==> config.mk <==
export PLATFORM = sky130hd
export DESIGN_NAME = wdr_watchdog
export DESIGN_NICKNAME = d
export VERILOG_FILES = /design/src/common/wdr_pkg.sv /design/src/verilog/wdr_lf_osc.sv /design/src/verilog/wdr_watchdog.sv
export SDC_FILE = /design/constraint.sdc
export NUM_CORES = 1
export LEC_CHECK = 0
export BUFFER_PORTS_ARGS = -buffer_cell sky130_fd_sc_hd__buf_2
export CAP_MARGIN = 5
export CORE_ASPECT_RATIO = 0.9
export CORE_MARGIN = 1.5
export CORE_UTILIZATION = 40
export CTS_CLUSTER_SIZE = 10
export DETAILED_ROUTE_END_ITERATION = 8
export GPL_ROUTABILITY_DRIVEN = 0
export SYNTH_ARGS = -nofsm -noshare
export SYNTH_HDL_FRONTEND = slang
export SYNTH_SLANG_ARGS = --single-unit
==> constraint.sdc <==
create_clock -name clk_sys_in -period 8.81 [get_ports clk_sys_in]
set_clock_uncertainty 0.05 [all_clocks]
set_input_delay 0.881 -clock clk_sys_in [delete_from_list [all_inputs] [get_ports clk_sys_in]]
set_output_delay 0.881 -clock clk_sys_in [all_outputs]
set_load 0.02 [all_outputs]
==> src/common/wdr_pkg.sv <==
package wdr_pkg;

  // register map (byte addresses, one word each)
  localparam logic [3:0] ADDR_CONTROL    = 4'h0;
  localparam logic [3:0] ADDR_STATUS     = 4'h4;
  localparam logic [3:0] ADDR_CLEAR      = 4'h8;
  localparam logic [3:0] ADDR_CONFIG     = 4'hC;

  // control register fields
  localparam int CTRL_EN_BIT   = 0;
  localparam int CTRL_PS_LSB   = 1;
  localparam int PS_WIDTH      = 5;
  localparam logic [4:0] PS_RESET     = 5'h0B;
  localparam logic [4:0] PS_MAX_CODE  = 5'h12;
  localparam int BASE_SHIFT    = 5;
  localparam int CNT_WIDTH     = 24;

  // status register fields
  localparam int STAT_TO_BIT    = 0;
  localparam int STAT_PD_BIT    = 1;
  localparam int STAT_SLEEP_BIT = 2;
  localparam int STAT_ACT_BIT   = 3;
  localparam int STAT_CNT_LSB   = 8;

  // clear register key
  localparam logic [31:0] CLEAR_KEY = 32'h0000_00A5;

  // mode encodings
  localparam logic [1:0] MODE_OFF    = 2'h0;
  localparam logic [1:0] MODE_SW     = 2'h1;
  localparam logic [1:0] MODE_NOSLP  = 2'h2;
  localparam logic [1:0] MODE_ON     = 2'h3;

  // oscillator timing
  localparam int CLK_HZ      = 250_000_000;
  localparam int LFOSC_HZ    = 31_000;
  localparam int LF_DIV      = CLK_HZ / LFOSC_HZ;

  typedef struct packed {
    logic [PS_WIDTH-1:0] period_sel;
    logic                sw_enable;
  } wdr_ctrl_type;

  typedef struct packed {
    logic timeout_flag;
    logic powerdown_flag;
  } wdr_stat_type;

endpackage

==> src/verilog/wdr_lf_osc.sv <==
`timescale 1ns/1ps
`default_nettype none
// low frequency oscillator stand-in: one-cycle enable per lf period
module wdr_lf_osc #(
  parameter int DIV = wdr_pkg::LF_DIV
) (
  input  wire logic clk_sys_in,
  input  wire logic rst_n_in,
  output logic      tick_out
);
  localparam int W = $clog2(DIV + 1);
  logic [W-1:0] div_cnt;

  // free running: never cleared by watchdog events
  always_ff @(posedge clk_sys_in) begin
    if (!rst_n_in) begin
      div_cnt  <= '0;
      tick_out <= 1'b0;
    end else if (div_cnt == W'(DIV - 1)) begin
      div_cnt  <= '0;
      tick_out <= 1'b1;
    end else begin
      div_cnt  <= div_cnt + W'(1);
      tick_out <= 1'b0;
    end
  end
endmodule
`default_nettype wire

==> src/verilog/wdr_watchdog.sv <==
`timescale 1ns/1ps
`default_nettype none
module wdr_watchdog #(
  parameter int LF_DIV = wdr_pkg::LF_DIV
) (
  input  wire logic        clk_sys_in,
  input  wire logic        rst_n_in,
  // avalon-mm slave
  input  wire logic [3:0]  avs_address_in,
  input  wire logic        avs_read_in,
  input  wire logic        avs_write_in,
  input  wire logic [31:0] avs_writedata_in,
  input  wire logic [3:0]  avs_byteenable_in,
  output logic [31:0]      avs_readdata_out,
  output logic             avs_waitrequest_out,
  // device side
  input  wire logic [1:0]  watchdog_mode_cfg_in,
  input  wire logic        clear_watchdog_instr_in,
  input  wire logic        sleep_enter_in,
  input  wire logic        sleep_exit_in,
  input  wire logic        osc_fail_in,
  input  wire logic        intosc_divider_sel_chg_in,
  output logic             system_reset_out,
  output logic             wake_out,
  output logic             in_sleep_out,
  output logic             timeout_status_flag_out,
  output logic             powerdown_status_flag_out
);

  wdr_pkg::wdr_ctrl_type          watchdog_control;
  wdr_pkg::wdr_stat_type          stat;
  logic                           sleeping;
  logic                           lf_tick;
  logic [wdr_pkg::CNT_WIDTH-1:0]  count;
  logic                           active;
  logic                           clear_now;
  logic                           expired;
  logic                           acc_done;
  logic                           wr_hit;
  logic                           rd_hit;
  logic [31:0]                    next_rdata;

  // ratio for a period code; reserved codes fall back to 1:32
  function automatic logic [wdr_pkg::CNT_WIDTH-1:0] ratio_of(input logic [4:0] code);
    logic [4:0] eff;
    eff = (code > wdr_pkg::PS_MAX_CODE) ? 5'h00 : code;
    ratio_of = wdr_pkg::CNT_WIDTH'(1) << (eff + 5'(wdr_pkg::BASE_SHIFT));
  endfunction

  // byte lane merge for writes
  function automatic logic [7:0] lane0(input logic [7:0] old_v, input logic [31:0] wd,
                                       input logic [3:0] be);
    lane0 = be[0] ? wd[7:0] : old_v;
  endfunction

  wdr_lf_osc #(
    .DIV (LF_DIV)
  ) u_lf_osc (
    .clk_sys_in (clk_sys_in),
    .rst_n_in   (rst_n_in),
    .tick_out   (lf_tick)
  );

  // activity by mode
  always_comb begin
    unique case (watchdog_mode_cfg_in)
      wdr_pkg::MODE_ON:    active = 1'b1;
      wdr_pkg::MODE_NOSLP: active = !sleeping;
      wdr_pkg::MODE_SW:    active = watchdog_control.sw_enable;
      wdr_pkg::MODE_OFF:   active = 1'b0;
    endcase
  end

  // divider select change is deliberately absent from the clear terms
  assign clear_now = clear_watchdog_instr_in
                   | (sleep_enter_in && !sleeping)
                   | (sleep_exit_in && sleeping)
                   | osc_fail_in
                   | !active;

  assign expired = active && (count >= ratio_of(watchdog_control.period_sel) - wdr_pkg::CNT_WIDTH'(1))
                   && lf_tick;

  // counter
  always_ff @(posedge clk_sys_in) begin
    if (!rst_n_in) begin
      count <= '0;
    end else if (clear_now || expired) begin
      count <= '0;
    end else if (lf_tick) begin
      count <= count + wdr_pkg::CNT_WIDTH'(1);
    end
  end

  // sleep state and wake
  always_ff @(posedge clk_sys_in) begin
    if (!rst_n_in) begin
      sleeping <= 1'b0;
      wake_out <= 1'b0;
    end else begin
      wake_out <= 1'b0;
      if (expired && !clear_now && sleeping) begin
        sleeping <= 1'b0;
        wake_out <= 1'b1;
      end else if (sleep_exit_in && sleeping) begin
        sleeping <= 1'b0;
      end else if (sleep_enter_in && !sleeping) begin
        sleeping <= 1'b1;
      end
    end
  end

  // reset request: one cycle pulse, only when awake
  always_ff @(posedge clk_sys_in) begin
    if (!rst_n_in) begin
      system_reset_out <= 1'b0;
    end else begin
      system_reset_out <= expired && !clear_now && !sleeping;
    end
  end

  // status flags: timeout flag low after watchdog event, powerdown low after sleep entry
  always_ff @(posedge clk_sys_in) begin
    if (!rst_n_in) begin
      stat.timeout_flag   <= 1'b1;
      stat.powerdown_flag <= 1'b1;
    end else if (expired && !clear_now) begin
      stat.timeout_flag   <= 1'b0;
    end else if (sleep_enter_in && !sleeping) begin
      stat.timeout_flag   <= 1'b1;
      stat.powerdown_flag <= 1'b0;
    end else if (clear_watchdog_instr_in) begin
      stat.timeout_flag   <= 1'b1;
      stat.powerdown_flag <= 1'b1;
    end
  end

  always_ff @(posedge clk_sys_in) begin
    if (!rst_n_in) begin
      in_sleep_out              <= 1'b0;
      timeout_status_flag_out   <= 1'b1;
      powerdown_status_flag_out <= 1'b1;
    end else begin
      in_sleep_out              <= sleeping;
      timeout_status_flag_out   <= stat.timeout_flag;
      powerdown_status_flag_out <= stat.powerdown_flag;
    end
  end

  // avalon slave: one wait cycle, answer on the second edge
  assign wr_hit = avs_write_in && !avs_read_in;
  assign rd_hit = avs_read_in && !avs_write_in;

  always_ff @(posedge clk_sys_in) begin
    if (!rst_n_in) begin
      acc_done            <= 1'b0;
      avs_waitrequest_out <= 1'b1;
    end else if ((wr_hit || rd_hit) && !acc_done) begin
      acc_done            <= 1'b1;
      avs_waitrequest_out <= 1'b0;
    end else begin
      acc_done            <= 1'b0;
      avs_waitrequest_out <= 1'b1;
    end
  end

  // control register; only byte lane 0 holds bits
  always_ff @(posedge clk_sys_in) begin
    if (!rst_n_in) begin
      watchdog_control.period_sel <= wdr_pkg::PS_RESET;
      watchdog_control.sw_enable  <= 1'b0;
    end else if (wr_hit && acc_done && avs_address_in == wdr_pkg::ADDR_CONTROL) begin
      {watchdog_control.period_sel, watchdog_control.sw_enable} <=
        6'(lane0({2'h0, watchdog_control.period_sel, watchdog_control.sw_enable},
                 avs_writedata_in, avs_byteenable_in));
    end
  end

  always_comb begin
    next_rdata = 32'h0000_0000;
    unique case (avs_address_in)
      wdr_pkg::ADDR_CONTROL: begin
        next_rdata[wdr_pkg::CTRL_EN_BIT] = watchdog_control.sw_enable;
        next_rdata[wdr_pkg::CTRL_PS_LSB +: wdr_pkg::PS_WIDTH] = watchdog_control.period_sel;
      end
      wdr_pkg::ADDR_STATUS: begin
        next_rdata[wdr_pkg::STAT_TO_BIT]    = stat.timeout_flag;
        next_rdata[wdr_pkg::STAT_PD_BIT]    = stat.powerdown_flag;
        next_rdata[wdr_pkg::STAT_SLEEP_BIT] = sleeping;
        next_rdata[wdr_pkg::STAT_ACT_BIT]   = active;
        next_rdata[wdr_pkg::STAT_CNT_LSB +: wdr_pkg::CNT_WIDTH] = count;
      end
      wdr_pkg::ADDR_CONFIG: next_rdata[1:0] = watchdog_mode_cfg_in;
      default: next_rdata = 32'h0000_0000;
    endcase
  end

  always_ff @(posedge clk_sys_in) begin
    if (!rst_n_in) begin
      avs_readdata_out <= 32'h0000_0000;
    end else if (rd_hit && !acc_done) begin
      avs_readdata_out <= next_rdata;
    end
  end

endmodule
`default_nettype wire

* After elaboration in Yosys (flattened, before gate mapping) *
Cells that the tools add are included.

word-level totals
  bits of input ports = 51
  bits in registers = 84
  output and inout port bits = 38
  logic and storage cells = 78

cells by class
  shift operators = 1
  add/subtract/negate cells = 4
  order comparisons = 2
  muxes and demuxes = 13
  bitwise gates (word level) = 6
  reductions and logical operators = 30
  equal/unequal tests = 6

operator list
  operator               count
  $add 24x1->24 const B  1
  $ge 24x24->1           1
  $mux 24                1
  $shl 1x5->24 const A   1
  $sub 24x1->24 const B  1
  $add 13x1->13 const B  1
  $eq 13x13->1 const B   1
  $logic_and 1x1->1      13
  $logic_not 1->1        6
  $mux 2                 3
  $pmux 2 s3             1
  $add 5x3->5 const B    1
  $gt 5x5->1 const B     1
  $mux 1                 5
  $mux 5                 1
  $eq 2x2->1 const B     2
  $eq 4x3->1 const B     1
  $eq 4x4->1 const B     1
  $logic_not 4->1        1
  $or 1x1->1             4
  $pmux 1 s4             1
  $pmux 2 s2             1
  $reduce_and 2->1       2
  $reduce_or 2->1        2
  7 further kinds        9

* Depth between registers and ports, before layout *
Gate-level depths: netlist of run 1.

  depth after elaboration = 11
  gate-level depth with buffers = 15
  mapped depth without buffers = 13

* Modules after synthesis *
Synthesis of run 1 repeated with hierarchy kept, for this count alone.

unflattened totals
  cell total of the unflattened synthesis = 501
  area, all modules = 4411.7 um2

modules (own cells, without submodules)
  module        instances  sequential area each (um2)  area an instance (um2)  cells an instance
  wdr_watchdog  1          1401.3                      3793.6                  437
  wdr_lf_osc    1          280.3                       618.1                   64

* Worst setup path before layout of run 1 *
OpenSTA, ideal clock, no wires.

  path type = register to register
  start = reg watchdog_control[2] in the netlist's numbering
  end = reg count[12] in the netlist's numbering
  arrival = 2601 ps
  setup slack = 6018 ps
  library setup time = 141 ps
  clock period less this slack = 2792 ps
  stages on the path, launching flop included = 14
  buffers on the path = 3
  required time = 8619 ps
  cell sequence = dfxtp_1 -> clkbuf_1 -> clkbuf_1 -> nand2_1 -> o21ai_0 -> nand3_1 -> ha_1 -> nand4_1 -> nor3_1 -> nor3b_2 -> o311ai_4 -> a21boi_4 -> buf_6 -> nor3_2

between the ends
  longest elaborated chain between the ends = 10

RTL lines
  what                         RTL line            source
  start: declaration           wdr_watchdog.sv:30  wdr_pkg::wdr_ctrl_type watchdog_control;
  $gt 5x5->1                   wdr_watchdog.sv:46  eff = (code > wdr_pkg::PS_MAX_CODE) ? 5'h00 : code;
  $mux 5 *                     wdr_watchdog.sv:46
  $add 5x3->5 *                wdr_watchdog.sv:47  ratio_of = wdr_pkg::CNT_WIDTH'(1) << (eff + 5'(wdr_pkg::BASE_SHIFT));
  $shl 1x5->24 *               wdr_watchdog.sv:47
  $sub 24x1->24 *              wdr_watchdog.sv:81  assign expired = active && (count >= ratio_of(watchdog_control.period_sel) - wdr_pkg::CNT_WIDTH'(1))
  $ge 24x24->1 *               wdr_watchdog.sv:81
  $logic_and 1x1->1 *          wdr_watchdog.sv:81
  $logic_and 1x1->1 *          wdr_watchdog.sv:82  && lf_tick;
  $logic_or 1x1->1 *           wdr_watchdog.sv:88  end else if (clear_now || expired) begin
  $reduce_or 2->1 (no line) *  --
  end signal: assignment       wdr_watchdog.sv:91  count <= count + wdr_pkg::CNT_WIDTH'(1);
  end: declaration             wdr_watchdog.sv:34  logic [wdr_pkg::CNT_WIDTH-1:0] count;

Every way passes the cells marked *; elsewhere a longest branch is shown, timed or not.
A chain may end at the register's enable or synchronous reset.

* Worst setup path after layout of run 1 *
  start = reg watchdog_control[5] in the netlist's numbering
  end = reg system_reset_out

between the ends
  longest elaborated chain between the ends = 10

RTL lines
  what                               RTL line             source
  $gt 5x5->1                         wdr_watchdog.sv:46
  $mux 5 *                           wdr_watchdog.sv:46
  $add 5x3->5 *                      wdr_watchdog.sv:47
  $shl 1x5->24 *                     wdr_watchdog.sv:47
  $sub 24x1->24 *                    wdr_watchdog.sv:81
  $ge 24x24->1 *                     wdr_watchdog.sv:81
  $logic_and 1x1->1 *                wdr_watchdog.sv:81
  $logic_and 1x1->1 *                wdr_watchdog.sv:82
  $logic_and 1x1->1 * (2 in series)  wdr_watchdog.sv:118  system_reset_out <= expired && !clear_now && !sleeping;
  end signal: assignment             wdr_watchdog.sv:118
  end: declaration                   wdr_watchdog.sv:23   output logic system_reset_out,

Marks and branches as above.

==> results.sh, run 1 <==
export IMPL_grt_pass1_vias=3473
export IMPL_route_met2_wl_um=4770
export IMPL_io_pins=89
export IMPL_run_status="finished, final reports clean"
export IMPL_postSynthAreaPerCell_um2=8.94
export IMPL_routed_via_density=5.45
export IMPL_endpoint="system_reset_out$_SDFF_PN0_"
export IMPL_yosysTopAreaCell="dfxtp_1"
export IMPL_reg2reg_from="watchdog_control[5]$_SDFFE_PN0P_"
export IMPL_layout_nets=621
export IMPL_pre_cts_ws_ns=4.72
export IMPL_setup_tns_ns=0
export IMPL_crit_required_ns=9.02
export IMPL_cp_start_kind="flip-flop"
export IMPL_finalWirelength_um=10100
export IMPL_final_cell_mix="dfxtp_1, nor2_1, buf_2, nand2_1, ha_1"
export IMPL_r2r_cells=10
export IMPL_synth_cells=495
export IMPL_clockBufferDepth=2
export IMPL_dr_total_vias=3693
export IMPL_route_met3_wl_um=317
export IMPL_synth_top_area_share_pct=38.0
export IMPL_drt_pass1_iterations=5
export IMPL_drv_slew=0
export IMPL_p_per_area_mw_per_mm2=157
export IMPL_synth_seq_area_share_pct=38.0
export IMPL_final_common_cell="dfxtp_1"
export IMPL_slew_headroom_pct=33.3
export IMPL_p_leak_nw=2.01
export IMPL_grt_pass1_wl_um=17200
export IMPL_core_region_area_mm2=0.0108
export IMPL_crit_type="flip-flop to flip-flop"
export IMPL_worstMarginPinSlew_ns=0.999
export IMPL_synth_edff_count=0
export IMPL_end_kind="flip-flop"
export IMPL_clk_latency_ns=0.33
export IMPL_track_usage_pct=18.3
export IMPL_grt_setup_unrepaired="false"
export IMPL_worstReg2RegEnd="system_reset_out$_SDFF_PN0_"
export IMPL_diodes=0
export IMPL_rows=36
export IMPL_drc=0
export IMPL_ctsHtreeMaxLevel=3
export IMPL_startpoint="watchdog_control[5]$_SDFFE_PN0P_"
export IMPL_synth_cell_type_count=53
export IMPL_grt_max_degree=38
export IMPL_post_cts_buffers=0
export IMPL_final_util_pct=46.9
export IMPL_r2r_setup_slack_ns=4.71
export IMPL_area_growth_syn_to_layout_pct=14.6
export IMPL_cp_max_fo=24
export IMPL_fin_ws_ns=4.71
export IMPL_cts_sinks=84
export IMPL_fin_crit_ns=4.10
export IMPL_wl_per_cell_um=14.9
export IMPL_clk_pin_slew_ns=0.06
export IMPL_antenna_left=0
export IMPL_finalSetupViolCount=0
export IMPL_wl_met1_um=4840
export IMPL_initial_core_util_pct=40.9
export IMPL_drt_iter0_drc=132
export IMPL_ys_top_cells_by_area="dfxtp_1, ha_1, nor2_1, nor3_2, a22oi_1"
export IMPL_dpl_hpwl_um=7280
export IMPL_maxUsedRoutingLayer="met4"
export IMPL_cts_tree="yes"
export IMPL_min_period_over_period_pct=46.6
export IMPL_numCtsBuffers=9
export IMPL_drv_cap=0
export IMPL_synth_area_mm2=0.00442
export IMPL_layout_drive_gt1_share_pct=20.2
export IMPL_die_height_um=103
export IMPL_die_area_mm2=0.0117
export IMPL_cts_resized=0
export IMPL_grt_antenna_before_repair=0
export IMPL_hold_buffers=0
export IMPL_async_flop_share_pct=0
export IMPL_max_freq_mhz=244
export IMPL_fp_dieW_um=114
export IMPL_hold_path_class="flip-flop to flip-flop"
export IMPL_ys_ff_latch=84
export IMPL_cts_root_buf="clkbuf_16"
export IMPL_yosys_warnings=0
export IMPL_worst_ep_arrival_time_ns=4.31
export IMPL_synth_ff_type="dfxtp_1"
export IMPL_port_buffers=56
export IMPL_grt_overflow_total=0
export IMPL_hold_viol=0
export IMPL_peakVddDrop_mv=0.0865
-- final cells by class --
class	count	area, um^2
fillers	1045	5740
repair buffers	59	303
inverters	13	48.8
clock buffers	11	243
well taps	133	166
flip-flops and latches	84	1680
clock inverters	4	50.0
multi-input cells	374	2580
-- synthesized netlist by cell type, types with 5 or more instances --
cell type	number
inv_1	12
a21oi_1	24
nor3_2	23
xor2_1	19
mux2i_1	10
a31oi_1	5
xnor2_1	12
nand2b_1	8
clkbuf_1	21
nor2_1	66
a22oi_1	27
ha_1	29
nand4_1	15
nand2_1	31
nand3_1	22
dfxtp_1	84
nor3_1	10
and3_1	11
o21ai_0	11
-- sequential cells by signal (all words and copies together), names as in the netlist, 2 cells and up --
name              count
avs_readdata_out     30
count                24
u_lf_osc.div_cnt     13
watchdog_control      6
stat                  2
-- report_power, final --
part,leakage [nW],switching (W),internal [W],total (W)
Combinational,1.19,0.0000250,0.0000146,0.0000395
Clock,0.138,0.000146,0.000225,0.000371
Sequential,0.679,0.00000282,0.000383,0.000386
-- metal layers --
metal  up-vias  GRT usage [%]
met5         -              0
met4         0           6.15
met1      1750           24.2
li1       1863              -
met3        19           3.29
met2        61           30.6
-- cells by family (layout without fill, tap and decap cells) --
family	count (synthesis)	after routing	synth area share (%)
fa+ha+maj	29	29	8.20
mux	10	10	2.26
other cells	2	7	0.170
simple gates	206	206	25.9
flops	84	84	38.0
xor+xnor	31	31	6.14
compound gates	91	91	15.1
buf+inv	42	87	4.19
-- worst min-delay path by stage --
stage | slack, ns | to | depth (start not counted) | from
4_1_cts | 0.40 | avs_readdata_out[4]$_SDFFE_PN0P_ | 2 | avs_readdata_out[4]$_SDFFE_PN0P_
2_1_floorplan | 0.37 | u_lf_osc.div_cnt[0]$_SDFF_PP0_ | 1 | u_lf_osc.div_cnt[0]$_SDFF_PP0_
3_3_place_gp | 0.38 | u_lf_osc.div_cnt[0]$_SDFF_PP0_ | 1 | u_lf_osc.div_cnt[0]$_SDFF_PP0_
5_1_grt | 0.41 | avs_readdata_out[5]$_SDFFE_PN0P_ | 2 | avs_readdata_out[5]$_SDFFE_PN0P_
3_5_place_dp | 0.39 | u_lf_osc.div_cnt[0]$_SDFF_PP0_ | 1 | u_lf_osc.div_cnt[0]$_SDFF_PP0_
6_report | 0.40 | avs_readdata_out[4]$_SDFFE_PN0P_ | 2 | avs_readdata_out[4]$_SDFFE_PN0P_
-- worst max-delay path, cell delays in order, from the launching register on --
cell and delay, ns:
dfxtp_1 0.67, inv_1 0.20, nor3_2 0.52, a32oi_1 0.14
ha_1 0.32, nand4_1 0.15, nor3_1 0.35, nor3b_2 0.28
o311ai_4 0.19, a21boi_4 0.83, nor3b_2 0.30
-- stage by stage --
| step | power [W] | hold slack (ns) | cells | instance area (um^2) |
|---|---|---|---|---|
| detailed placement | 0.000434 | 0.389 | 663 | 4780 |
| CTS | 0.000807 | 0.400 | 678 | 5070 |
| global placement | 0.000432 | 0.375 | 663 | 4780 |
| global route | 0.000828 | 0.412 | 678 | 5070 |
| finish | 0.000797 | 0.395 | 678 | 5070 |
| floorplan | 0.000421 | 0.368 | 500 | 4440 |
Note: power is estimated with default switching activity, not from simulation.
==> run 2: changes to the inputs <==
==> constraint.sdc (replaced) <==
create_clock -name clk_sys_in -period 3.47 [get_ports clk_sys_in]
set_clock_uncertainty 0.05 [all_clocks]
set_input_delay 0.347 -clock clk_sys_in [delete_from_list [all_inputs] [get_ports clk_sys_in]]
set_output_delay 0.347 -clock clk_sys_in [all_outputs]
set_load 0.02 [all_outputs]
==> run 2 against run 1 <==
Die area unchanged. Worst hold slack worse by 0.25 ns. Combinational power rose to 2.6 times the previous value. Total power rose to 2.8 times the previous value. Wire length up 2.3%. Worst setup slack worse by 4.4 ns. Count of clock-buffer cells in the layout down 2. Core utilization up 1.3 points. Critical endpoint is now count[10]$_SDFFE_PP0P_. Critical path depth up 2.
==> results.sh, run 2 (synthesis results as in run 1) <==
export IMPL_clk_latency_ns=0.35
export IMPL_min_period_over_period_pct=92.4
export IMPL_grtUsageMet2_pct=30.3
export IMPL_p_per_area_mw_per_mm2=427
export IMPL_met1_usage_pct=24.0
export IMPL_sw_frac_of_total_pct=22.4
export IMPL_drt_iter0_drc=148
export IMPL_p_int_w=0.00173
export IMPL_routed_via_density=5.44
export IMPL_clk_pin_slew_ns=0.07
export IMPL_r2r_cells=12
export IMPL_cts_resized=0
export IMPL_fin_crit_ns=3.20
export IMPL_final_common_cell="dfxtp_1"
export IMPL_ctsHtreeMaxLevel=3
export IMPL_grt_overflow_total=0
export IMPL_post_cts_buffers=0
export IMPL_fp_dieW_um=114
export IMPL_rows=36
export IMPL_hold_path_class="input pin to flip-flop"
export IMPL_largest_reg_flops=30
export IMPL_grt_max_degree=38
export IMPL_layout_drive_gt1_share_pct=21.9
export IMPL_worst_ep_arrival_time_ns=3.38
export IMPL_end_kind="flip-flop"
export IMPL_hold_buffers=0
export IMPL_drt_pass1_iterations=4
export IMPL_hold_depth=2
export IMPL_dpl_cell_count=673
export IMPL_cp_start_kind="flip-flop"
export IMPL_finalSetupViolCount=0
export IMPL_cts_root_buf="clkbuf_16"
export IMPL_drv_slew=0
export IMPL_drc=0
export IMPL_hold_viol=0
export IMPL_track_usage_pct=18.5
export IMPL_finalWirelength_um=10300
export IMPL_run_status="finished, final reports clean"
export IMPL_stdcell_count=689
export IMPL_crit_type="flip-flop to flip-flop"
export IMPL_setup_tns_ns=0
export IMPL_peakVddDrop_mv=0.360
export IMPL_initial_core_util_pct=40.9
export IMPL_grt_pass1_wl_um=17100
export IMPL_die_height_um=103
export IMPL_wl_per_cell_um=15.0
export IMPL_die_area_mm2=0.0117
export IMPL_slew_headroom_pct=55.6
export IMPL_p_comb_share_pct=4.5
export IMPL_hold_ws_ns=0.140
export IMPL_antenna_left=0
export IMPL_crit_required_ns=3.65
export IMPL_worstMarginPinSlew_ns=0.665
export IMPL_p_clk_share_pct=51.4
export IMPL_cts_sinks=84
export IMPL_final_util_pct=48.2
export IMPL_final_cell_mix="dfxtp_1, nor2_1, buf_2, nand2_1, ha_1"
export IMPL_max_freq_mhz=312
export IMPL_dpl_hpwl_um=7460
export IMPL_grt_setup_unrepaired="false"
export IMPL_drv_cap=0
export IMPL_area_growth_syn_to_layout_pct=17.7
export IMPL_grt_busiest_layer="met2"
export IMPL_cts_tree="yes"
export IMPL_gr_usage_met3_pct=4.59
export IMPL_cp_max_fo=17
export IMPL_io_pins=89
export IMPL_clockBufferDepth=2
export IMPL_layout_nets=631
export IMPL_power_switching_w=0.000498
export IMPL_seqPwrFrac_pct=44.1
export IMPL_top_regs="avs_readdata_out x30, count x24, u_lf_osc.div_cnt x13"
export IMPL_top_register="avs_readdata_out"
export IMPL_dr_total_vias=3751
export IMPL_grt_antenna_before_repair=0
export IMPL_numCtsBuffers=9
export IMPL_core_region_area_mm2=0.0108
export IMPL_p_leak_nw=2.10
export IMPL_grt_pass1_vias=3504
export IMPL_diodes=0
export IMPL_port_buffers=56
[run 2: cell count changes in the layout (fill, tap and decap cells not counted), moves of 2 or more]
cell        change
inv_8           +2
buf_4          +10
clkinvlp_4      -2
bufinv_16       +2
[run 2: final cells by class]
class | count | area (um^2)
fill | 1024 | 5600
multi-input combinational | 374 | 2580
sequential | 84 | 1680
timing repair buffer | 69 | 378
clock buffer | 9 | 225
tap | 133 | 166
clock inverter | 7 | 130
inverter | 13 | 48.8
[run 2: per-stage QoR]
| step | cell area (um^2) | worst slack, ns | power, W |
|---|---|---|---|
| floorplan | 4440 | 0.678 | 0.00107 |
| global placement | 4850 | 0.395 | 0.00110 |
| detailed placement | 4850 | 0.321 | 0.00110 |
| CTS | 5210 | 0.277 | 0.00225 |
| global route | 5210 | 0.0103 | 0.00230 |
| finish | 5210 | 0.265 | 0.00222 |
[run 2: worst max-delay path, cell delays in order, from the launching register on]
cell	delay, ns
dfxtp_1	0.32
nand2_1	0.14
nand2_1	0.10
nor3_2	0.45
a32oi_1	0.16
ha_1	0.31
nand4_1	0.15
nor3_1	0.31
nor3b_2	0.31
o311ai_4	0.21
a21boi_4	0.17
buf_4	0.31
nor3_2	0.08
[run 2: per-layer routing]
| layer | vias up | part of all wire (%) |
|---|---|---|
| met3 | 11 | 3.2 |
| met1 | 1815 | 48 |
| met5 | - | 0 |
| met2 | 57 | 47 |
| li1 | 1868 | - |
| met4 | 0 | 1.2 |
[run 2: final timing paths]
kind / startpoint / to / slack (ns)
setup / recovery: watchdog_control[2]$_SDFFE_PN1P_ / count[10]$_SDFFE_PP0P_ / 0.27
hold / removal: sleep_exit_in / sleeping$_SDFFE_PP0P_ / 0.14
setup reg to reg: watchdog_control[2]$_SDFFE_PN1P_ / count[10]$_SDFFE_PP0P_ / 0.27
hold reg to reg: u_lf_osc.div_cnt[0]$_SDFF_PP0_ / u_lf_osc.div_cnt[0]$_SDFF_PP0_ / 0.40
[run 2: power groups by stage]
stage / clock (W) / sequential [W] / combinational (W)
2_1_floorplan: 0 / 0.00100 / 0.0000660
3_3_place_gp: 0 / 0.00100 / 0.0000964
3_5_place_dp: 0 / 0.00100 / 0.0000991
4_1_cts: 0.00117 / 0.000980 / 0.0000992
5_1_grt: 0.00121 / 0.000980 / 0.000113
6_report: 0.00114 / 0.000980 / 0.000101
